### src/io_event_pkg.sv
// Constants shared by the I/O event and pin drive register block.
package io_event_pkg;

    ////////////////////////////////////////////////////////////////////////////
    // Bus and register widths.
    localparam int DATA_WIDTH   = 32;
    localparam int REG_WIDTH    = 16;
    localparam int DECODE_WIDTH = 8;
    localparam int STRB_WIDTH   = DATA_WIDTH / 8;
    localparam int PIN_COUNT    = 5;
    localparam int EVENT_COUNT  = 9;

    ////////////////////////////////////////////////////////////////////////////
    // Register byte offsets.
    localparam logic [DECODE_WIDTH-1:0] OFS_LOWSIDE_FLAG = 8'h00;
    localparam logic [DECODE_WIDTH-1:0] OFS_LOWSIDE_MASK = 8'h04;
    localparam logic [DECODE_WIDTH-1:0] OFS_DRIVE_REQ    = 8'h08;
    localparam logic [DECODE_WIDTH-1:0] OFS_INPUT_FLAGS  = 8'h0C;

    ////////////////////////////////////////////////////////////////////////////
    // Field positions.
    localparam int LOWSIDE_OC_BIT  = 0;
    localparam int WAKE_ONE_BIT    = 0;
    localparam int WAKE_TWO_BIT    = 1;
    localparam int UNUSED_BIT      = 2;
    localparam int PIN_EVENT_LSB   = 3;
    localparam int TIMER_EVENT_BIT = 8;
    localparam int LOW_LANE_MSB    = 7;

    // Pin index order, which is also the drive request pair order.
    localparam int PIN_LV_SIX   = 0;
    localparam int PIN_LV_FOUR  = 1;
    localparam int PIN_LV_THREE = 2;
    localparam int PIN_HV_TWO   = 3;
    localparam int PIN_HV_ONE   = 4;

    ////////////////////////////////////////////////////////////////////////////
    // Reset values.
    localparam logic [REG_WIDTH-1:0]   REG_RESET       = 16'h0000;
    localparam logic [EVENT_COUNT-1:0] EVENT_RESET     = 9'h000;
    localparam logic [PIN_COUNT-1:0]   PIN_LEVEL_RESET = 5'h1F;
    localparam logic [DATA_WIDTH-1:0]  RDATA_RESET     = 32'h0000_0000;

endpackage : io_event_pkg

### src/io_event_and_drive_regs.sv
// APB register slice for overcurrent, pin drive and input event flags.
//
// Local design decisions: the register addresses and the APB slave port.
module io_event_and_drive_regs
    import io_event_pkg::*;
#(
    parameter int ADDR_WIDTH = 12
)
(
    // APB clock and reset.
    input  wire logic                  pclk,
    input  wire logic                  presetn,
    // APB request.
    input  wire logic                  psel,
    input  wire logic                  penable,
    input  wire logic                  pwrite,
    input  wire logic [ADDR_WIDTH-1:0] paddr,
    input  wire logic [DATA_WIDTH-1:0] pwdata,
    input  wire logic [STRB_WIDTH-1:0] pstrb,
    // APB answer.
    output logic                       pready,
    output logic      [DATA_WIDTH-1:0] prdata,
    output logic                       pslverr,
    // Event sources.
    input  wire logic                  lowside_oc_event,
    input  wire logic                  timer_event,
    input  wire logic                  wake_input_one,
    input  wire logic                  wake_input_two,
    input  wire logic                  hv_pin_one_in,
    input  wire logic                  hv_pin_two_in,
    input  wire logic                  lv_pin_three_in,
    input  wire logic                  lv_pin_four_in,
    input  wire logic                  lv_input_five_in,
    // Input event mask held outside, and operating mode.
    input  wire logic [EVENT_COUNT-1:0] input_event_mask,
    input  wire logic                  normal_mode,
    // Pin direction configuration, high when the pin is an output.
    input  wire logic                  lv_output_six_is_out,
    input  wire logic                  lv_pin_four_is_out,
    input  wire logic                  lv_pin_three_is_out,
    input  wire logic                  hv_pin_two_is_out,
    input  wire logic                  hv_pin_one_is_out,
    // Pin output levels, high when released, low when driven low.
    output logic                       lv_output_six_level,
    output logic                       lv_pin_four_level,
    output logic                       lv_pin_three_level,
    output logic                       hv_pin_two_level,
    output logic                       hv_pin_one_level,
    // Interrupt request.
    output logic                       irq
);

    ////////////////////////////////////////////////////////////////////////////
    // Declarations.

    logic                    decode_ok;
    logic                    sel_lowside_flag;
    logic                    sel_lowside_mask;
    logic                    sel_drive_req;
    logic                    sel_input_flags;
    logic                    setup_phase;
    logic                    write_take;
    logic [REG_WIDTH-1:0]    lane_mask;
    logic [REG_WIDTH-1:0]    wr_ones;
    logic [DATA_WIDTH-1:0]   rdata_d;
    logic                    slverr_d;
    logic [DATA_WIDTH-1:0]   prdata_q;
    logic                    pslverr_q;

    logic [0:0]              lowside_set;
    logic [0:0]              lowside_clear;
    logic [0:0]              lowside_flag_q;
    logic                    lowside_mask_q;

    logic [EVENT_COUNT-1:0]  input_level;
    logic [EVENT_COUNT-1:0]  input_prev_q;
    logic                    prev_valid_q;
    logic [EVENT_COUNT-1:0]  input_change;
    logic [EVENT_COUNT-1:0]  input_set;
    logic [EVENT_COUNT-1:0]  input_clear;
    logic [EVENT_COUNT-1:0]  input_flags_q;
    logic [EVENT_COUNT-1:0]  input_irq_enable;

    logic [PIN_COUNT-1:0]    pin_is_out;
    logic [PIN_COUNT-1:0]    pin_low_req;
    logic [PIN_COUNT-1:0]    pin_rel_req;
    logic [PIN_COUNT-1:0]    pin_level_q;
    logic [PIN_COUNT-1:0]    pin_level_d;

    ////////////////////////////////////////////////////////////////////////////
    // Elaboration checks.

    if (ADDR_WIDTH < DECODE_WIDTH)
    begin : g_addr_check
        $error("ADDR_WIDTH must cover the register decode");
    end

    ////////////////////////////////////////////////////////////////////////////
    // APB decode.

    // Registers sit in the low decode window; higher address bits must be zero.
    always_comb
    begin
        decode_ok        = (paddr >> DECODE_WIDTH) == '0;
        sel_lowside_flag = decode_ok
                           && paddr[DECODE_WIDTH-1:0] == OFS_LOWSIDE_FLAG;
        sel_lowside_mask = decode_ok
                           && paddr[DECODE_WIDTH-1:0] == OFS_LOWSIDE_MASK;
        sel_drive_req    = decode_ok
                           && paddr[DECODE_WIDTH-1:0] == OFS_DRIVE_REQ;
        sel_input_flags  = decode_ok
                           && paddr[DECODE_WIDTH-1:0] == OFS_INPUT_FLAGS;
    end

    // The slave never stalls; read data is prepared in the setup cycle.
    assign pready      = 1'b1;
    assign setup_phase = psel && !penable;
    assign write_take  = psel && penable && pwrite && pready;

    // Byte strobes gate which register bits a write can touch.
    always_comb
    begin
        lane_mask = {{(REG_WIDTH - LOW_LANE_MSB - 1){pstrb[1]}},
                     {(LOW_LANE_MSB + 1){pstrb[0]}}};
        wr_ones   = pwdata[REG_WIDTH-1:0] & lane_mask;
    end

    ////////////////////////////////////////////////////////////////////////////
    // Read path.

    // Read mux; unused bits and the request register read as zero.
    always_comb
    begin
        rdata_d  = RDATA_RESET;
        slverr_d = 1'b0;
        if (sel_lowside_flag)
            rdata_d[LOWSIDE_OC_BIT] = lowside_flag_q[0];
        else if (sel_lowside_mask)
            rdata_d[LOWSIDE_OC_BIT] = lowside_mask_q;
        else if (sel_drive_req)
            rdata_d = RDATA_RESET;
        else if (sel_input_flags)
            rdata_d[EVENT_COUNT-1:0] = input_flags_q;
        else
            slverr_d = 1'b1;
    end

    // Capture the answer in the setup cycle so it is stable in the access.
    always_ff @(posedge pclk or negedge presetn)
    begin
        if (!presetn)
        begin
            prdata_q  <= RDATA_RESET;
            pslverr_q <= 1'b0;
        end
        else if (setup_phase)
        begin
            prdata_q  <= pwrite ? RDATA_RESET : rdata_d;
            pslverr_q <= slverr_d;
        end
    end

    assign prdata  = prdata_q;
    assign pslverr = pslverr_q;

    ////////////////////////////////////////////////////////////////////////////
    // Low-side overcurrent flag and mask.

    assign lowside_set[0]   = lowside_oc_event;
    assign lowside_clear[0] = write_take && sel_lowside_flag
                              && wr_ones[LOWSIDE_OC_BIT];

    sticky_flags #(
        .WIDTH       (1)
    ) u_lowside_flags (
        .pclk        (pclk),
        .presetn     (presetn),
        .set_pulse   (lowside_set),
        .clear_pulse (lowside_clear),
        .flags_q     (lowside_flag_q)
    );

    always_ff @(posedge pclk or negedge presetn)
    begin
        if (!presetn)
            lowside_mask_q <= REG_RESET[LOWSIDE_OC_BIT];
        else if (write_take && sel_lowside_mask && lane_mask[LOWSIDE_OC_BIT])
            lowside_mask_q <= pwdata[LOWSIDE_OC_BIT];
    end

    ////////////////////////////////////////////////////////////////////////////
    // Input change detection.

    // Gather the watched inputs at their flag positions; the spare bit stays 0.
    always_comb
    begin
        input_level                      = EVENT_RESET;
        input_level[WAKE_ONE_BIT]        = wake_input_one;
        input_level[WAKE_TWO_BIT]        = wake_input_two;
        input_level[PIN_EVENT_LSB]       = hv_pin_one_in;
        input_level[PIN_EVENT_LSB + 1]   = hv_pin_two_in;
        input_level[PIN_EVENT_LSB + 2]   = lv_pin_three_in;
        input_level[PIN_EVENT_LSB + 3]   = lv_pin_four_in;
        input_level[PIN_EVENT_LSB + 4]   = lv_input_five_in;
    end

    // Previous levels; the first cycle after reset only loads, so a level
    // already present at reset is not taken for a change.
    always_ff @(posedge pclk or negedge presetn)
    begin
        if (!presetn)
        begin
            input_prev_q <= EVENT_RESET;
            prev_valid_q <= 1'b0;
        end
        else
        begin
            input_prev_q <= input_level;
            prev_valid_q <= 1'b1;
        end
    end

    // Set and clear terms for the input event flags.
    always_comb
    begin
        input_change = (input_level ^ input_prev_q)
                       & {EVENT_COUNT{prev_valid_q}};
        input_set    = input_change & ~input_event_mask;
        input_set[TIMER_EVENT_BIT] = timer_event;
        input_set[UNUSED_BIT]      = 1'b0;
        input_clear  = {EVENT_COUNT{write_take && sel_input_flags}}
                       & wr_ones[EVENT_COUNT-1:0];
    end

    sticky_flags #(
        .WIDTH       (EVENT_COUNT)
    ) u_input_flags (
        .pclk        (pclk),
        .presetn     (presetn),
        .set_pulse   (input_set),
        .clear_pulse (input_clear),
        .flags_q     (input_flags_q)
    );

    ////////////////////////////////////////////////////////////////////////////
    // Pin drive requests.

    // Direction configuration in pair order.
    assign pin_is_out[PIN_LV_SIX]   = lv_output_six_is_out;
    assign pin_is_out[PIN_LV_FOUR]  = lv_pin_four_is_out;
    assign pin_is_out[PIN_LV_THREE] = lv_pin_three_is_out;
    assign pin_is_out[PIN_HV_TWO]   = hv_pin_two_is_out;
    assign pin_is_out[PIN_HV_ONE]   = hv_pin_one_is_out;

    // Split the write into low and release requests per pin.
    always_comb
    begin
        for (int k = 0; k < PIN_COUNT; k++)
        begin
            pin_low_req[k] = write_take && sel_drive_req && wr_ones[2 * k];
            pin_rel_req[k] = write_take && sel_drive_req
                             && wr_ones[2 * k + 1];
        end
    end

    // Next pin level; drive low wins if both halves of a pair are written.
    always_comb
    begin
        pin_level_d = pin_level_q;
        for (int k = 0; k < PIN_COUNT; k++)
        begin
            if (pin_is_out[k])
            begin
                if (pin_low_req[k])
                    pin_level_d[k] = 1'b0;
                else if (pin_rel_req[k])
                    pin_level_d[k] = 1'b1;
            end
        end
    end

    always_ff @(posedge pclk or negedge presetn)
    begin
        if (!presetn)
            pin_level_q <= PIN_LEVEL_RESET;
        else
            pin_level_q <= pin_level_d;
    end

    assign lv_output_six_level = pin_level_q[PIN_LV_SIX];
    assign lv_pin_four_level   = pin_level_q[PIN_LV_FOUR];
    assign lv_pin_three_level  = pin_level_q[PIN_LV_THREE];
    assign hv_pin_two_level    = pin_level_q[PIN_HV_TWO];
    assign hv_pin_one_level    = pin_level_q[PIN_HV_ONE];

    ////////////////////////////////////////////////////////////////////////////
    // Interrupt.

    // Input interrupts need a clear mask; state changes also need normal mode.
    always_comb
    begin
        input_irq_enable = ~input_event_mask & {EVENT_COUNT{normal_mode}};
        input_irq_enable[TIMER_EVENT_BIT] = ~input_event_mask[TIMER_EVENT_BIT];
    end

    assign irq = (lowside_flag_q[0] && !lowside_mask_q)
                 || |(input_flags_q & input_irq_enable);

endmodule : io_event_and_drive_regs

### src/sticky_flags.sv
// Bank of sticky event flags with write-one-to-clear.
module sticky_flags
    import io_event_pkg::*;
#(
    parameter int WIDTH = 1
)
(
    // Clock and reset.
    input  wire logic             pclk,
    input  wire logic             presetn,
    // Set and clear requests, one bit per flag.
    input  wire logic [WIDTH-1:0] set_pulse,
    input  wire logic [WIDTH-1:0] clear_pulse,
    // Stored flags.
    output logic      [WIDTH-1:0] flags_q
);

    logic [WIDTH-1:0] flags_d;

    // Elaboration check on the bank width.
    if (WIDTH < 1)
    begin : g_width_check
        $error("sticky_flags needs at least one flag");
    end

    // A set arriving with a clear wins, so no event is lost.
    always_comb
    begin
        flags_d = (flags_q & ~clear_pulse) | set_pulse;
    end

    // Flags start cleared at power-on.
    always_ff @(posedge pclk or negedge presetn)
    begin
        if (!presetn)
            flags_q <= '0;
        else
            flags_q <= flags_d;
    end

endmodule : sticky_flags

### config.mk
export PLATFORM = sky130hd
export DESIGN_NAME = io_event_and_drive_regs
export DESIGN_NICKNAME = d
export VERILOG_FILES = /design/src/io_event_pkg.sv /design/src/io_event_and_drive_regs.sv /design/src/sticky_flags.sv
export SDC_FILE = /design/constraint.sdc
export NUM_CORES = 1
export LEC_CHECK = 0
export ABC_CLOCK_PERIOD_IN_PS = 1250
export BUFFER_PORTS_ARGS = -buffer_cell sky130_fd_sc_hd__buf_2
export CORE_MARGIN = 2
export CORE_UTILIZATION = 35
export CTS_CLUSTER_DIAMETER = 80
export DETAILED_ROUTE_END_ITERATION = 8
export PLACE_DENSITY = 0.7
export SLEW_MARGIN = 20
export SYNTH_ARGS = -nofsm -noshare
export SYNTH_HDL_FRONTEND = slang
export SYNTH_SLANG_ARGS = --single-unit
### constraint.sdc
create_clock -name pclk -period 1.25 [get_ports pclk]
set_clock_uncertainty 0.05 [all_clocks]
set_input_delay 0.0625 -clock pclk [delete_from_list [all_inputs] [get_ports pclk]]
set_output_delay 0.0625 -clock pclk [all_outputs]
set_load 0.02 [all_outputs]
# Yosys cells after proc, flatten, opt, wreduce, memory -nomap -nowiden
# Cells that the tools add are included.
[totals]
ff_bits = 57
word_cells = 91
in_bits = 77
[classes]
eq_ne = 3
n_mux = 21
bitwise_logic = 15
n_reduce_logical = 40
[ops]
columns = ["operator", "count"]
rows = [
  ["2-to-1 mux 32 bit", 1],
  ["2-to-1 mux 31 bit", 1],
  ["bitwise AND 9 bit", 3],
  ["bitwise AND 8 bit", 3],
  ["logical AND 1 bit", 24],
  ["2-to-1 mux 9 bit", 2],
  ["== test 8 x 4 -> 1 bit, second input constant", 2],
  ["2-to-1 mux 1 bit", 16],
  ["logical NOT 12 bit", 1],
  ["bitwise AND 10 bit", 1],
  ["AND reduction 2 bit", 5],
  ["nonzero test 2 bit", 5],
  ["NOT 9 bit", 1],
  ["bitwise OR 9 bit", 1],
  ["OR reduction 9 bit", 1],
  ["== test 8 x 3 -> 1 bit, second input constant", 1],
  ["logical NOT 8 bit", 1],
  ["2-to-1 mux 8 bit", 1],
  ["NOT 8 bit", 1],
  ["XOR 8 bit", 1],
  ["logical NOT 1 bit", 2],
  ["NOT 1 bit", 2],
  ["bitwise AND 1 bit", 1],
  ["logical OR 1 bit", 1],
  ["bitwise OR 1 bit", 1],
]

# Depth between registers and ports, before layout
# Gate-level depths: netlist of run 1.
[logic_depth]
ltp_word = 7
ltp_mapped = 5

# Modules after synthesis
# A second synthesis of run 1 with hierarchy kept.
[hier_totals]
cells_unflattened = 166
area_unflattened_um2 = 1788.0
[by_module_without_submodules]
columns = ["mod", "cells_per_inst", "area_per_inst_um2", "n_inst"]
rows = [
  ["io_event_and_drive_regs", 136, 1425.1, 1],
  ["sticky_flags at u_input_flags", 27, 326.6, 1],
  ["sticky_flags at u_lowside_flags", 3, 36.3, 1],
]

# Least setup slack after synthesis of run 1
# No wires, ideal clock.
[synth_timing]
path_type = "input to register"
start = "in paddr[7]"
end = "reg lowside_mask_q"
stages = 4
t_arrival_ns = 1.631
setup_ns = 0.125
path_buffers = 0
required_time_ns = 1.075
path_slack_ns = -0.556
path_cell_list = "or4_4 -> or3_4 -> nor4b_2 -> mux2_2"
[synth_via]
elab_chain_cells = 4
[synth_lines]
columns = ["item", "line_no", "source"]
rows = [
  ["start: declaration", "io_event_and_drive_regs.sv:17", "input wire logic [ADDR_WIDTH-1:0] paddr,"],
  ["== test 8 x 3 -> 1 bit", "io_event_and_drive_regs.sv:108", "&& paddr[DECODE_WIDTH-1:0] == OFS_LOWSIDE_MASK;"],
  ["logical AND 1 bit", "io_event_and_drive_regs.sv:108", ""],
  ["logical AND 1 bit (2 in a row)", "io_event_and_drive_regs.sv:187", "else if (write_take && sel_lowside_mask && lane_mask[LOWSIDE_OC_BIT])"],
  ["end signal: assignment", "io_event_and_drive_regs.sv:186", "lowside_mask_q <= REG_RESET[LOWSIDE_OC_BIT];"],
  ["end signal: assignment", "io_event_and_drive_regs.sv:188", "lowside_mask_q <= pwdata[LOWSIDE_OC_BIT];"],
  ["end: declaration", "io_event_and_drive_regs.sv:73", "logic lowside_mask_q;"],
]
# No other way between the ends.
# A chain may end at the register's enable or synchronous reset.

# Worst setup path after layout of run 1
[layout_timing]
start = "reg u_input_flags.flags_q[1]"
end = "out irq"
[layout_via]
elab_chain_cells = 3
[layout_lines]
columns = ["item", "line_no", "source"]
rows = [
  ["start: declaration", "sticky_flags.sv:15", "output logic [WIDTH-1:0] flags_q"],
  ["start signal: assignment", "sticky_flags.sv:38", "flags_q <= flags_d;"],
  ["bitwise AND 9 bit", "io_event_and_drive_regs.sv:307", "|| |(input_flags_q & input_irq_enable);"],
  ["OR reduction 9 bit", "io_event_and_drive_regs.sv:307", ""],
  ["logical OR 1 bit", "io_event_and_drive_regs.sv:307", ""],
  ["end: declaration", "io_event_and_drive_regs.sv:50", "output logic irq"],
]
# No other way between the ends.

==> metrics.txt, run 1 <==
# TYPE chip_impl_metric gauge
chip_impl_metric{name="layout.filler_cells",unit=""} 399
chip_impl_metric{name="fp.dieH",unit="um"} 73.7
chip_impl_metric{name="clk_transition_reported_paths",unit="ns"} 0.07
chip_impl_metric{name="synth_top_cell_area_share",unit="%"} 42.6
chip_impl_metric{name="post-place-cells",unit=""} 293
chip_impl_info{name="synth_top_cell_by_area",value="dfrtp_1"} 1
chip_impl_metric{name="net_count_reported_at_finish",unit=""} 345
chip_impl_metric{name="route.final.wire_length",unit="um"} 4690
chip_impl_metric{name="min_period",unit="ns"} 1.58
chip_impl_info{name="rsz0062_at_grt",value="yes"} 1
chip_impl_metric{name="pin_count",unit=""} 117
chip_impl_metric{name="grt_first_pass_wirelength",unit="um"} 7190
chip_impl_metric{name="drt_iter0_markers",unit=""} 80
chip_impl_metric{name="via_count_of_the_first_global_routing_pass",unit=""} 1547
chip_impl_metric{name="timing.setup.tns",unit="ns"} -5.32
chip_impl_metric{name="postPlaceCellArea",unit="um^2"} 2230
chip_impl_metric{name="synthArstFlopShare",unit="%"} 100
chip_impl_metric{name="cp_data_required_time",unit="ns"} 1.14
chip_impl_metric{name="cp_max_fo",unit=""} 2
chip_impl_metric{name="synth_cell_types",unit=""} 32
chip_impl_metric{name="global_route.usage.total",unit="%"} 17.4
chip_impl_info{name="critical_path.endpoint_type",value="primary output"} 1
chip_impl_metric{name="wl_per_cell",unit="um"} 14.5
chip_impl_info{name="critPathLaunchType",value="register"} 1
chip_impl_metric{name="setup_violations",unit=""} 27
chip_impl_metric{name="maxCapViolCount",unit=""} 0
chip_impl_metric{name="antenna_cells",unit=""} 0
chip_impl_metric{name="number_of_vias_after_detailed_routing",unit=""} 1552
chip_impl_metric{name="regArea",unit="um^2"} 857
chip_impl_metric{name="synth_seq_cells",unit=""} 34
chip_impl_metric{name="detail-route-antenna-nets",unit=""} 0
chip_impl_metric{name="maximum_vdd_drop",unit="mV"} 0.650
chip_impl_metric{name="finalHoldWorstSlack",unit="ns"} 0.0396
chip_impl_metric{name="area_taken_by_multi_input_logic_gates",unit="um^2"} 846
chip_impl_metric{name="htree_levels",unit=""} 2
chip_impl_metric{name="numClockSinks",unit=""} 34
chip_impl_metric{name="initial_utilization",unit="%"} 36.3
chip_impl_metric{name="power-per-cell-area",unit="nW/um^2"} 889
chip_impl_metric{name="leakage_dissipation",unit="nW"} 1.37
chip_impl_info{name="root_buffer",value="clkbuf_8"} 1
chip_impl_metric{name="post_layout_nonfiller_instances",unit=""} 323
chip_impl_metric{name="timing.final.hold_violations",unit=""} 0
chip_impl_metric{name="timing.final.ws_setup",unit="ns"} -0.330
chip_impl_info{name="post-synth-top-count-cell",value="dfrtp_1"} 1
chip_impl_info{name="synth_area_leaders",value="dfrtp_1 (43%), buf_4 (11%), dfstp_2 (7.7%)"} 1
chip_impl_metric{name="overall_die_width",unit="um"} 73.7
chip_impl_metric{name="rows",unit=""} 25
chip_impl_metric{name="core_region_area",unit="um^2"} 4690
chip_impl_metric{name="fmaxAchievable",unit="GHz"} 0.633
chip_impl_metric{name="syn-mean-instance-area",unit="um^2"} 11.7
chip_impl_info{name="timing.hold.worst.class",value="in2reg"} 1
chip_impl_metric{name="totalPowerFinal",unit="mW"} 2.44
chip_impl_metric{name="tritoncts.num_buffers",unit=""} 5
chip_impl_info{name="most_frequently_used_flop_master_after_synthesis",value="dfrtp_1"} 1
chip_impl_metric{name="dr.pass1.iters",unit=""} 4
chip_impl_info{name="timing.setup.critical_path_class",value="reg2out"} 1
chip_impl_metric{name="maximum_number_of_pins_on_one_net_before_global_route_repair",unit=""} 21
chip_impl_metric{name="clk_path_buf_depth",unit=""} 2
chip_impl_metric{name="finish.utilization",unit="%"} 58.6
chip_impl_info{name="result_of_the_run",value="finished with violations"} 1
chip_impl_metric{name="synthesis.yosys.warnings",unit=""} 0
chip_impl_metric{name="maxSlewViolCount",unit=""} 0
chip_impl_metric{name="placement.setup.worst_slack",unit="ns"} -0.620
chip_impl_metric{name="insertion_delay",unit="ns"} 0.28
chip_impl_metric{name="r2r_setup_slack",unit="ns"} 0.04
chip_impl_metric{name="hpwlAfterDp",unit="um"} 3240
chip_impl_metric{name="area_growth_syn_to_layout",unit="%"} 61.7
chip_impl_metric{name="avgViaCountPerCell",unit=""} 4.80
chip_impl_info{name="synth_commonest_cells",value="dfrtp_1 (29), buf_4 (24), inv_1 (9), nand2_1 (9)"} 1
chip_impl_metric{name="final_cell_area",unit="um^2"} 2750
chip_impl_metric{name="grt-ovfl-total",unit=""} 0
chip_impl_metric{name="place.port_buffers",unit=""} 68
chip_impl_metric{name="syn_area",unit="um^2"} 1700
chip_impl_metric{name="drc_errors",unit=""} 0
chip_impl_info{name="failed_checks",value="setup timing"} 1
chip_impl_metric{name="finalCritPeriodShare",unit="%"} 126
chip_impl_metric{name="place_congestion",unit=""} 0.814
chip_impl_metric{name="grt_antenna_before_repair",unit=""} 0
chip_impl_metric{name="crit_arrival",unit="ns"} 1.47
chip_impl_metric{name="edff_count_synth",unit=""} 0
chip_impl_metric{name="floorplan.die_area",unit="um^2"} 5440
chip_impl_metric{name="synth_cells",unit=""} 146
chip_impl_metric{name="sequential_element_share_of_the_synthesized_area",unit="%"} 50.4
chip_impl_metric{name="drive_gt1_share",unit="%"} 52.4
chip_impl_info{name="clock_tree_from_tritoncts",value="built"} 1
==> repair_timing <==
item / 4_1_cts / 5_1_grt
buffers inserted: 3 / 2
hold buffers: 20 / 0
resized for setup: 23 / 18
endpoints found under the setup margin: 27 / 27
endpoints found under the hold margin: 46 / 0
pin swaps: 24 / 9
==> power breakdown <==
part / switching [mW] / internal [mW] / leakage (nW)
clock: 0.384 / 0.556 / 0.0575
combinational: 0.206 / 0.174 / 0.927
sequential: 0.00946 / 1.12 / 0.386
==> per-layer routing <==
layer  track usage [%]  up-vias  part of all wire, %
li1                  -      742                    -
met1              21.8      754                   41
met2              30.0       52                   54
met3              4.25        4                  4.9
met4              4.24        0                 0.79
met5                 0        -                    0
==> worst max-delay path: stages (launching register included) <==
cell	delay [ns]
dfrtp_1	0.39
a22oi_2	0.17
nand4_1	0.15
a221o_1	0.31
buf_2	0.16
==> cell families (layout without fill, tap and decap cells) <==
kind of cell,after synthesis,after routing,synth area share (%)
XOR/XNOR,7,7,3.60
multiplexers,3,3,1.99
buffers and inverters,35,135,13.1
AND/OR/NAND/NOR,30,30,13.6
flip-flops,34,34,50.4
AO/OA/AOI/OAI,35,35,16.9
other,2,25,0.441
==> final timing paths <==
check,start,endpoint,depth (start not counted)
max in group asynchronous,presetn,pin_level_q[1],3
worst min-delay path,pwdata[7],u_input_flags.flags_q[7],3
worst min register to register,prdata[0],prdata[0],2
worst max register to register,u_input_flags.flags_q[0],prdata[0],4
min in group asynchronous,presetn,lowside_mask_q,2
worst max-delay path,u_input_flags.flags_q[1],irq,4
==> cell usage in the layout, fill, tap and decap left out <==
master and instances:
a21boi_2 1, a21o_1 1, a221o_1 1, a22o_1 8, a22oi_1 1, a22oi_2 4
a31oi_1 7, a31oi_4 1, a32o_1 7, a41oi_2 2, buf_12 1, buf_2 64
buf_4 20, buf_6 13, clkbuf_8 8, conb_1 25, dfrtp_1 29, dfstp_2 5
dlygate4sd3_1 20, inv_1 9, mux2_2 2, mux2_4 1, nand2_1 2, nand2_2 7
nand2b_1 3, nand4_1 4, nor2_1 1, nor2b_1 2, nor4_4 4, nor4b_4 1
o41ai_2 1, o41ai_4 1, or2_2 1, or3_4 1, or4_4 2, or4b_4 1
or4bb_1 1, xor2_1 7
==> sequential cells by signal (all words and copies together), names as in the netlist <==
| signal | flops |
|---|---|
| input_prev_q | 7 |
| pslverr | 1 |
| u_lowside_flags.flags_q | 1 |
| pin_level_q | 5 |
| prdata | 9 |
| lowside_mask_q | 1 |
| prev_valid_q | 1 |
| u_input_flags.flags_q | 9 |
==> layout make-up <==
class | count | share of cell area, %
clock buffer | 8 | 4.00
timing repair buffer | 118 | 30.4
inverter | 9 | 1.23
multi-input combinational | 100 | 30.7
tap | 54 | 2.46
sequential | 34 | 31.2
Note: power is estimated with default switching activity, not from simulation.
==> inputs of run 2 (changes only) <==
CORE_ASPECT_RATIO = 1.4   (was unset)
CORE_MARGIN = 4   (was 2)
PLACE_DENSITY = 0.78   (was 0.7)
==> run 2 against run 1 <==
  * The run still ends with setup timing left
  * Critical path depth is 1 higher
  * Die area increased by 11%
  * Sequential share of layout area rose by 0.45 points
  * Utilization up 0.23 points
  * Sequential power about the same
  * Total power down 7.6%
  * Highest routed layer unchanged
==> metrics.txt, run 2 (same netlist as run 1, synthesis figures left out) <==
# TYPE chip_impl_metric gauge
chip_impl_metric{name="timing.setup.tns",unit="ns"} -5.89
chip_impl_metric{name="cp_data_required_time",unit="ns"} 1.37
chip_impl_metric{name="placement.setup.worst_slack",unit="ns"} -0.646
chip_impl_info{name="most_common_library_cell_in_the_layout_ignoring_fill_and_taps",value="buf_2"} 1
chip_impl_metric{name="fmaxAchievable",unit="GHz"} 0.637
chip_impl_info{name="critPathLaunchType",value="input pin"} 1
chip_impl_info{name="clock_tree_from_tritoncts",value="built"} 1
chip_impl_metric{name="numClockSinks",unit=""} 34
chip_impl_metric{name="setup_violations",unit=""} 27
chip_impl_metric{name="finish.utilization",unit="%"} 58.9
chip_impl_metric{name="finalCritPeriodShare",unit="%"} 126
chip_impl_metric{name="place.port_buffers",unit=""} 68
chip_impl_metric{name="drive_gt1_share",unit="%"} 50.9
chip_impl_metric{name="htree_levels",unit=""} 2
chip_impl_metric{name="crit_arrival",unit="ns"} 1.69
chip_impl_metric{name="via_count_of_the_first_global_routing_pass",unit=""} 1722
chip_impl_metric{name="dr.pass1.iters",unit=""} 4
chip_impl_metric{name="place_congestion",unit=""} 0.815
chip_impl_metric{name="grt_antenna_before_repair",unit=""} 0
chip_impl_metric{name="timing.reg2reg.worst_path_depth",unit=""} 4
chip_impl_metric{name="overall_die_width",unit="um"} 66.9
chip_impl_metric{name="regArea",unit="um^2"} 857
chip_impl_metric{name="tritoncts.num_buffers",unit=""} 5
chip_impl_metric{name="wl_per_cell",unit="um"} 15.0
chip_impl_info{name="result_of_the_run",value="finished with violations"} 1
chip_impl_metric{name="layout.filler_cells",unit=""} 387
chip_impl_metric{name="floorplan.die_area",unit="um^2"} 6060
chip_impl_metric{name="core_region_area",unit="um^2"} 4610
chip_impl_metric{name="timing.final.ws_setup",unit="ns"} -0.320
chip_impl_metric{name="global_route.usage.total",unit="%"} 16.9
chip_impl_metric{name="finalHoldWorstSlack",unit="ns"} 0.0371
chip_impl_metric{name="timing.final.hold_violations",unit=""} 0
chip_impl_metric{name="drt_iter0_markers",unit=""} 37
chip_impl_metric{name="drc_errors",unit=""} 0
chip_impl_metric{name="pin_count",unit=""} 117
chip_impl_metric{name="hpwlAfterDp",unit="um"} 3610
chip_impl_metric{name="antenna_cells",unit=""} 0
chip_impl_metric{name="avgViaCountPerCell",unit=""} 4.74
chip_impl_metric{name="min_path_cells",unit=""} 3
chip_impl_metric{name="grt_first_pass_wirelength",unit="um"} 7710
chip_impl_metric{name="totalPowerFinal",unit="mW"} 2.26
chip_impl_metric{name="clk_transition_reported_paths",unit="ns"} 0.06
chip_impl_metric{name="maximum_number_of_pins_on_one_net_before_global_route_repair",unit=""} 22
chip_impl_metric{name="net_count_reported_at_finish",unit=""} 345
chip_impl_metric{name="fp.dieH",unit="um"} 90.5
chip_impl_metric{name="maxSlewViolCount",unit=""} 0
chip_impl_metric{name="clk_path_buf_depth",unit=""} 2
chip_impl_info{name="failed_checks",value="setup timing"} 1
chip_impl_metric{name="power-per-cell-area",unit="nW/um^2"} 833
chip_impl_metric{name="detail-route-antenna-nets",unit=""} 0
chip_impl_metric{name="maxCapViolCount",unit=""} 0
chip_impl_info{name="rsz0062_at_grt",value="yes"} 1
chip_impl_metric{name="grt-ovfl-total",unit=""} 0
chip_impl_metric{name="insertion_delay",unit="ns"} 0.28
chip_impl_metric{name="rows",unit=""} 29
chip_impl_metric{name="leakage_dissipation",unit="nW"} 1.33
chip_impl_metric{name="maximum_vdd_drop",unit="mV"} 0.607
chip_impl_info{name="root_buffer",value="clkbuf_8"} 1
chip_impl_info{name="layout_common_cells",value="buf_2 (65), dfrtp_1 (29), conb_1 (25)"} 1
chip_impl_info{name="timing.hold.worst.class",value="in2reg"} 1
chip_impl_metric{name="number_of_vias_after_detailed_routing",unit=""} 1570
chip_impl_metric{name="area_growth_syn_to_layout",unit="%"} 59.4
chip_impl_metric{name="min_period",unit="ns"} 1.57
chip_impl_metric{name="route.final.wire_length",unit="um"} 4970
chip_impl_info{name="critical_path.endpoint_type",value="register"} 1
chip_impl_metric{name="initial_utilization",unit="%"} 36.9
chip_impl_metric{name="cp_max_fo",unit=""} 3
chip_impl_metric{name="area_taken_by_multi_input_logic_gates",unit="um^2"} 830
chip_impl_info{name="timing.setup.critical_path_class",value="in2reg"} 1
run 2: per-layer routing:
layer / GRT usage [%] / part of all wire, %
met5: 0 / 0
met4: 10.3 / 3.4
met3: 2.86 / 4.8
met2: 29.7 / 55
met1: 18.0 / 37
run 2: worst max-delay path: stages:
cell and delay (ns):
buf_6 0.09, or4_4 0.53, or3_4 0.43, nor4b_4 0.25, mux2_4 0.32
run 2: path summary, 6_finish.rpt:
kind | start | endpoint | slack, ns
min in group asynchronous | presetn | prdata[4] | 0.17
worst max register to register | u_input_flags.flags_q[0] | prdata[0] | 0
worst max-delay path | paddr[4] | lowside_mask_q | -0.32
worst min register to register | prdata[0] | prdata[0] | 0.44
worst min-delay path | pwdata[7] | u_input_flags.flags_q[7] | 0.04
max in group asynchronous | presetn | pin_level_q[2] | 0.48
run 2: stage by stage:
step | std cells | cell area (um^2)
5_1_grt | 331 | 2710
6_report | 331 | 2710
3_5_place_dp | 298 | 2220
2_1_floorplan | 169 | 1790
4_1_cts | 328 | 2650
3_3_place_gp | 298 | 2220
run 2: report_power, final:
group	internal (mW)	total [mW]	switching [mW]
registers	1.12	1.13	0.00958
clock network	0.395	0.759	0.364
logic	0.172	0.376	0.204
total	1.68	2.26	0.578
run 2: area by class of cell:
type                    count  share of cell area, %
repair buffers            118                   30.8
inverters                   9                   1.25
well taps                  62                   2.86
clock buffers               8                   2.95
flip-flops and latches     34                   31.6
multi-input cells         100                   30.6
run 2: timing repair:
item	4_1_cts	5_1_grt
gates resized for setup	28	9
setup endpoints to repair	27	27
buffers inserted	2	4
pin swaps	23	5
cloned	0	0
hold buffers	20	0
endpoints found under the hold margin	47	0
==> inputs of run 3 (changes only) <==
CTS_BUF_LIST = sky130_fd_sc_hd__clkbuf_2 sky130_fd_sc_hd__clkbuf_4 sky130_fd_sc_hd__clkbuf_8   (was unset)
==> run 3 against run 2 <==
  * The run still ends with setup timing left
  * Worst setup slack better by 0.0056 ns
  * Utilization up 0.24 points
  * Global-route usage is the same
  * Count of clock-buffer cells in the layout did not move
  * Via count shrank 1.0%
  * Clock power increased by 8.8%
==> metrics.txt, run 3 (same netlist as run 1, synthesis figures left out) <==
# TYPE chip_impl_metric gauge
chip_impl_info{name="result_of_the_run",value="finished with violations"} 1
chip_impl_info{name="failed_checks",value="setup timing"} 1
chip_impl_info{name="critPathLaunchType",value="register"} 1
chip_impl_info{name="timing.hold.worst.class",value="in2reg"} 1
chip_impl_metric{name="route.final.wire_length",unit="um"} 4920
chip_impl_metric{name="htree_levels",unit=""} 2
chip_impl_metric{name="place.port_buffers",unit=""} 68
chip_impl_metric{name="antenna_cells",unit=""} 0
chip_impl_metric{name="hpwlAfterDp",unit="um"} 3610
chip_impl_metric{name="drc_errors",unit=""} 0
chip_impl_metric{name="wl_per_cell",unit="um"} 14.9
chip_impl_metric{name="drive_gt1_share",unit="%"} 52.0
chip_impl_metric{name="via_count_of_the_first_global_routing_pass",unit=""} 1721
chip_impl_info{name="root_buffer",value="clkbuf_8"} 1
chip_impl_metric{name="maxSlewViolCount",unit=""} 0
chip_impl_metric{name="global_route.usage.total",unit="%"} 16.9
chip_impl_metric{name="fp.dieH",unit="um"} 90.5
chip_impl_info{name="most_common_library_cell_in_the_layout_ignoring_fill_and_taps",value="buf_2"} 1
chip_impl_metric{name="floorplan.die_area",unit="um^2"} 6060
chip_impl_metric{name="dr.pass1.iters",unit=""} 4
chip_impl_metric{name="net_count_reported_at_finish",unit=""} 345
chip_impl_metric{name="drt_iter0_markers",unit=""} 25
chip_impl_metric{name="min_period",unit="ns"} 1.56
chip_impl_metric{name="grt_antenna_before_repair",unit=""} 0
chip_impl_metric{name="initial_utilization",unit="%"} 36.9
chip_impl_metric{name="clk_path_buf_depth",unit=""} 2
chip_impl_metric{name="cp_data_required_time",unit="ns"} 1.14
chip_impl_metric{name="area_taken_by_multi_input_logic_gates",unit="um^2"} 830
chip_impl_metric{name="timing.setup.tns",unit="ns"} -5.84
chip_impl_metric{name="maxCapViolCount",unit=""} 0
chip_impl_metric{name="finish.utilization",unit="%"} 59.1
chip_impl_metric{name="power-per-cell-area",unit="nW/um^2"} 854
chip_impl_metric{name="setup_violations",unit=""} 27
chip_impl_metric{name="post-place-cells",unit=""} 298
chip_impl_metric{name="area_growth_syn_to_layout",unit="%"} 60.1
chip_impl_metric{name="final_cell_area",unit="um^2"} 2720
chip_impl_metric{name="tritoncts.num_buffers",unit=""} 5
chip_impl_metric{name="grt_first_pass_wirelength",unit="um"} 7710
chip_impl_metric{name="regArea",unit="um^2"} 857
chip_impl_metric{name="leakage_dissipation",unit="nW"} 1.34
chip_impl_metric{name="place_congestion",unit=""} 0.815
chip_impl_metric{name="pin_count",unit=""} 117
chip_impl_metric{name="numClockSinks",unit=""} 34
chip_impl_info{name="clock_tree_from_tritoncts",value="built"} 1
chip_impl_metric{name="finalCritPeriodShare",unit="%"} 125
chip_impl_metric{name="timing.final.hold_violations",unit=""} 0
chip_impl_info{name="timing.setup.critical_path_class",value="reg2out"} 1
chip_impl_metric{name="overall_die_width",unit="um"} 66.9
chip_impl_metric{name="post_layout_nonfiller_instances",unit=""} 331
chip_impl_metric{name="finalHoldWorstSlack",unit="ns"} 0.0374
chip_impl_metric{name="grt-ovfl-total",unit=""} 0
chip_impl_metric{name="avgViaCountPerCell",unit=""} 4.69
chip_impl_metric{name="crit_arrival",unit="ns"} 1.45
chip_impl_metric{name="maximum_vdd_drop",unit="mV"} 0.608
chip_impl_info{name="rsz0062_at_grt",value="yes"} 1
chip_impl_metric{name="number_of_vias_after_detailed_routing",unit=""} 1554
chip_impl_metric{name="rows",unit=""} 29
chip_impl_metric{name="layout.filler_cells",unit=""} 382
chip_impl_metric{name="clk_transition_reported_paths",unit="ns"} 0.06
chip_impl_info{name="layout_common_cells",value="buf_2 (65), dfrtp_1 (29), conb_1 (25)"} 1
chip_impl_metric{name="timing.final.ws_setup",unit="ns"} -0.315
chip_impl_metric{name="insertion_delay",unit="ns"} 0.28
chip_impl_metric{name="core_region_area",unit="um^2"} 4610
chip_impl_metric{name="postPlaceCellArea",unit="um^2"} 2220
chip_impl_metric{name="cp_max_fo",unit=""} 2
chip_impl_metric{name="fmaxAchievable",unit="GHz"} 0.639
chip_impl_metric{name="maximum_number_of_pins_on_one_net_before_global_route_repair",unit=""} 22
chip_impl_info{name="critical_path.endpoint_type",value="primary output"} 1
chip_impl_metric{name="detail-route-antenna-nets",unit=""} 0
## run 3: cell counts in the layout (fill, tap and decap cells not counted)
No cell type changed its count.
## run 3: final timing paths
kind | start | endpoint | slack, ns | depth (start not counted)
worst min register to register | prdata[0] | prdata[0] | 0.45 | 2
worst min-delay path | pwdata[7] | u_input_flags.flags_q[7] | 0.04 | 3
min in group asynchronous | presetn | prdata[4] | 0.17 | 2
worst max-delay path | u_input_flags.flags_q[6] | irq | -0.31 | 4
worst max register to register | u_input_flags.flags_q[0] | prdata[0] | 0.01 | 4
max in group asynchronous | presetn | pin_level_q[2] | 0.48 | 3
## run 3: repair_timing
action / CTS / global route
hold endpoints to repair: 47 / 0
endpoints found under the setup margin: 27 / 27
hold buffers: 20 / 0
resized for setup: 28 / 9
pin swaps: 23 / 5
gates cloned: 0 / 0
setup buffers: 2 / 4
## run 3: stage by stage
stage	total power, mW	setup WS, ns
5_1_grt	2.42	-0.370
2_1_floorplan	1.33	-0.534
3_5_place_dp	1.43	-0.646
3_3_place_gp	1.43	-0.605
6_report	2.33	-0.315
4_1_cts	2.34	-0.337
## run 3: worst max-delay path, stage by stage (launching register included)
cell and delay [ns]:
dfrtp_1 0.39, a22oi_2 0.17, nand4_1 0.13, a221o_1 0.32
buf_2 0.16
## run 3: where the power goes
part | internal (mW) | switching (mW) | total, mW
sequential | 1.12 | 0.00967 | 1.13
combinational | 0.172 | 0.203 | 0.375
clock | 0.460 | 0.366 | 0.826
## run 3: final cells by class
class | instances | area share [%]
Sequential cell | 34 | 31.5
Timing Repair Buffer | 118 | 30.6
Multi-Input combinational cell | 100 | 30.5
Clock buffer | 8 | 3.35
Tap cell | 62 | 2.85
Inverter | 9 | 1.24
## run 3: layer usage
metal  up-vias  global-route usage (%)  share of wire (%)  routed length [um]
met3        14                    2.86                4.8                 234
met5         -                       0                  0                   0
met2        55                    29.7                 55                2700
li1        737                       -                  -                   -
met1       748                    18.0                 37                1820
met4         0                    10.3                3.4                 169
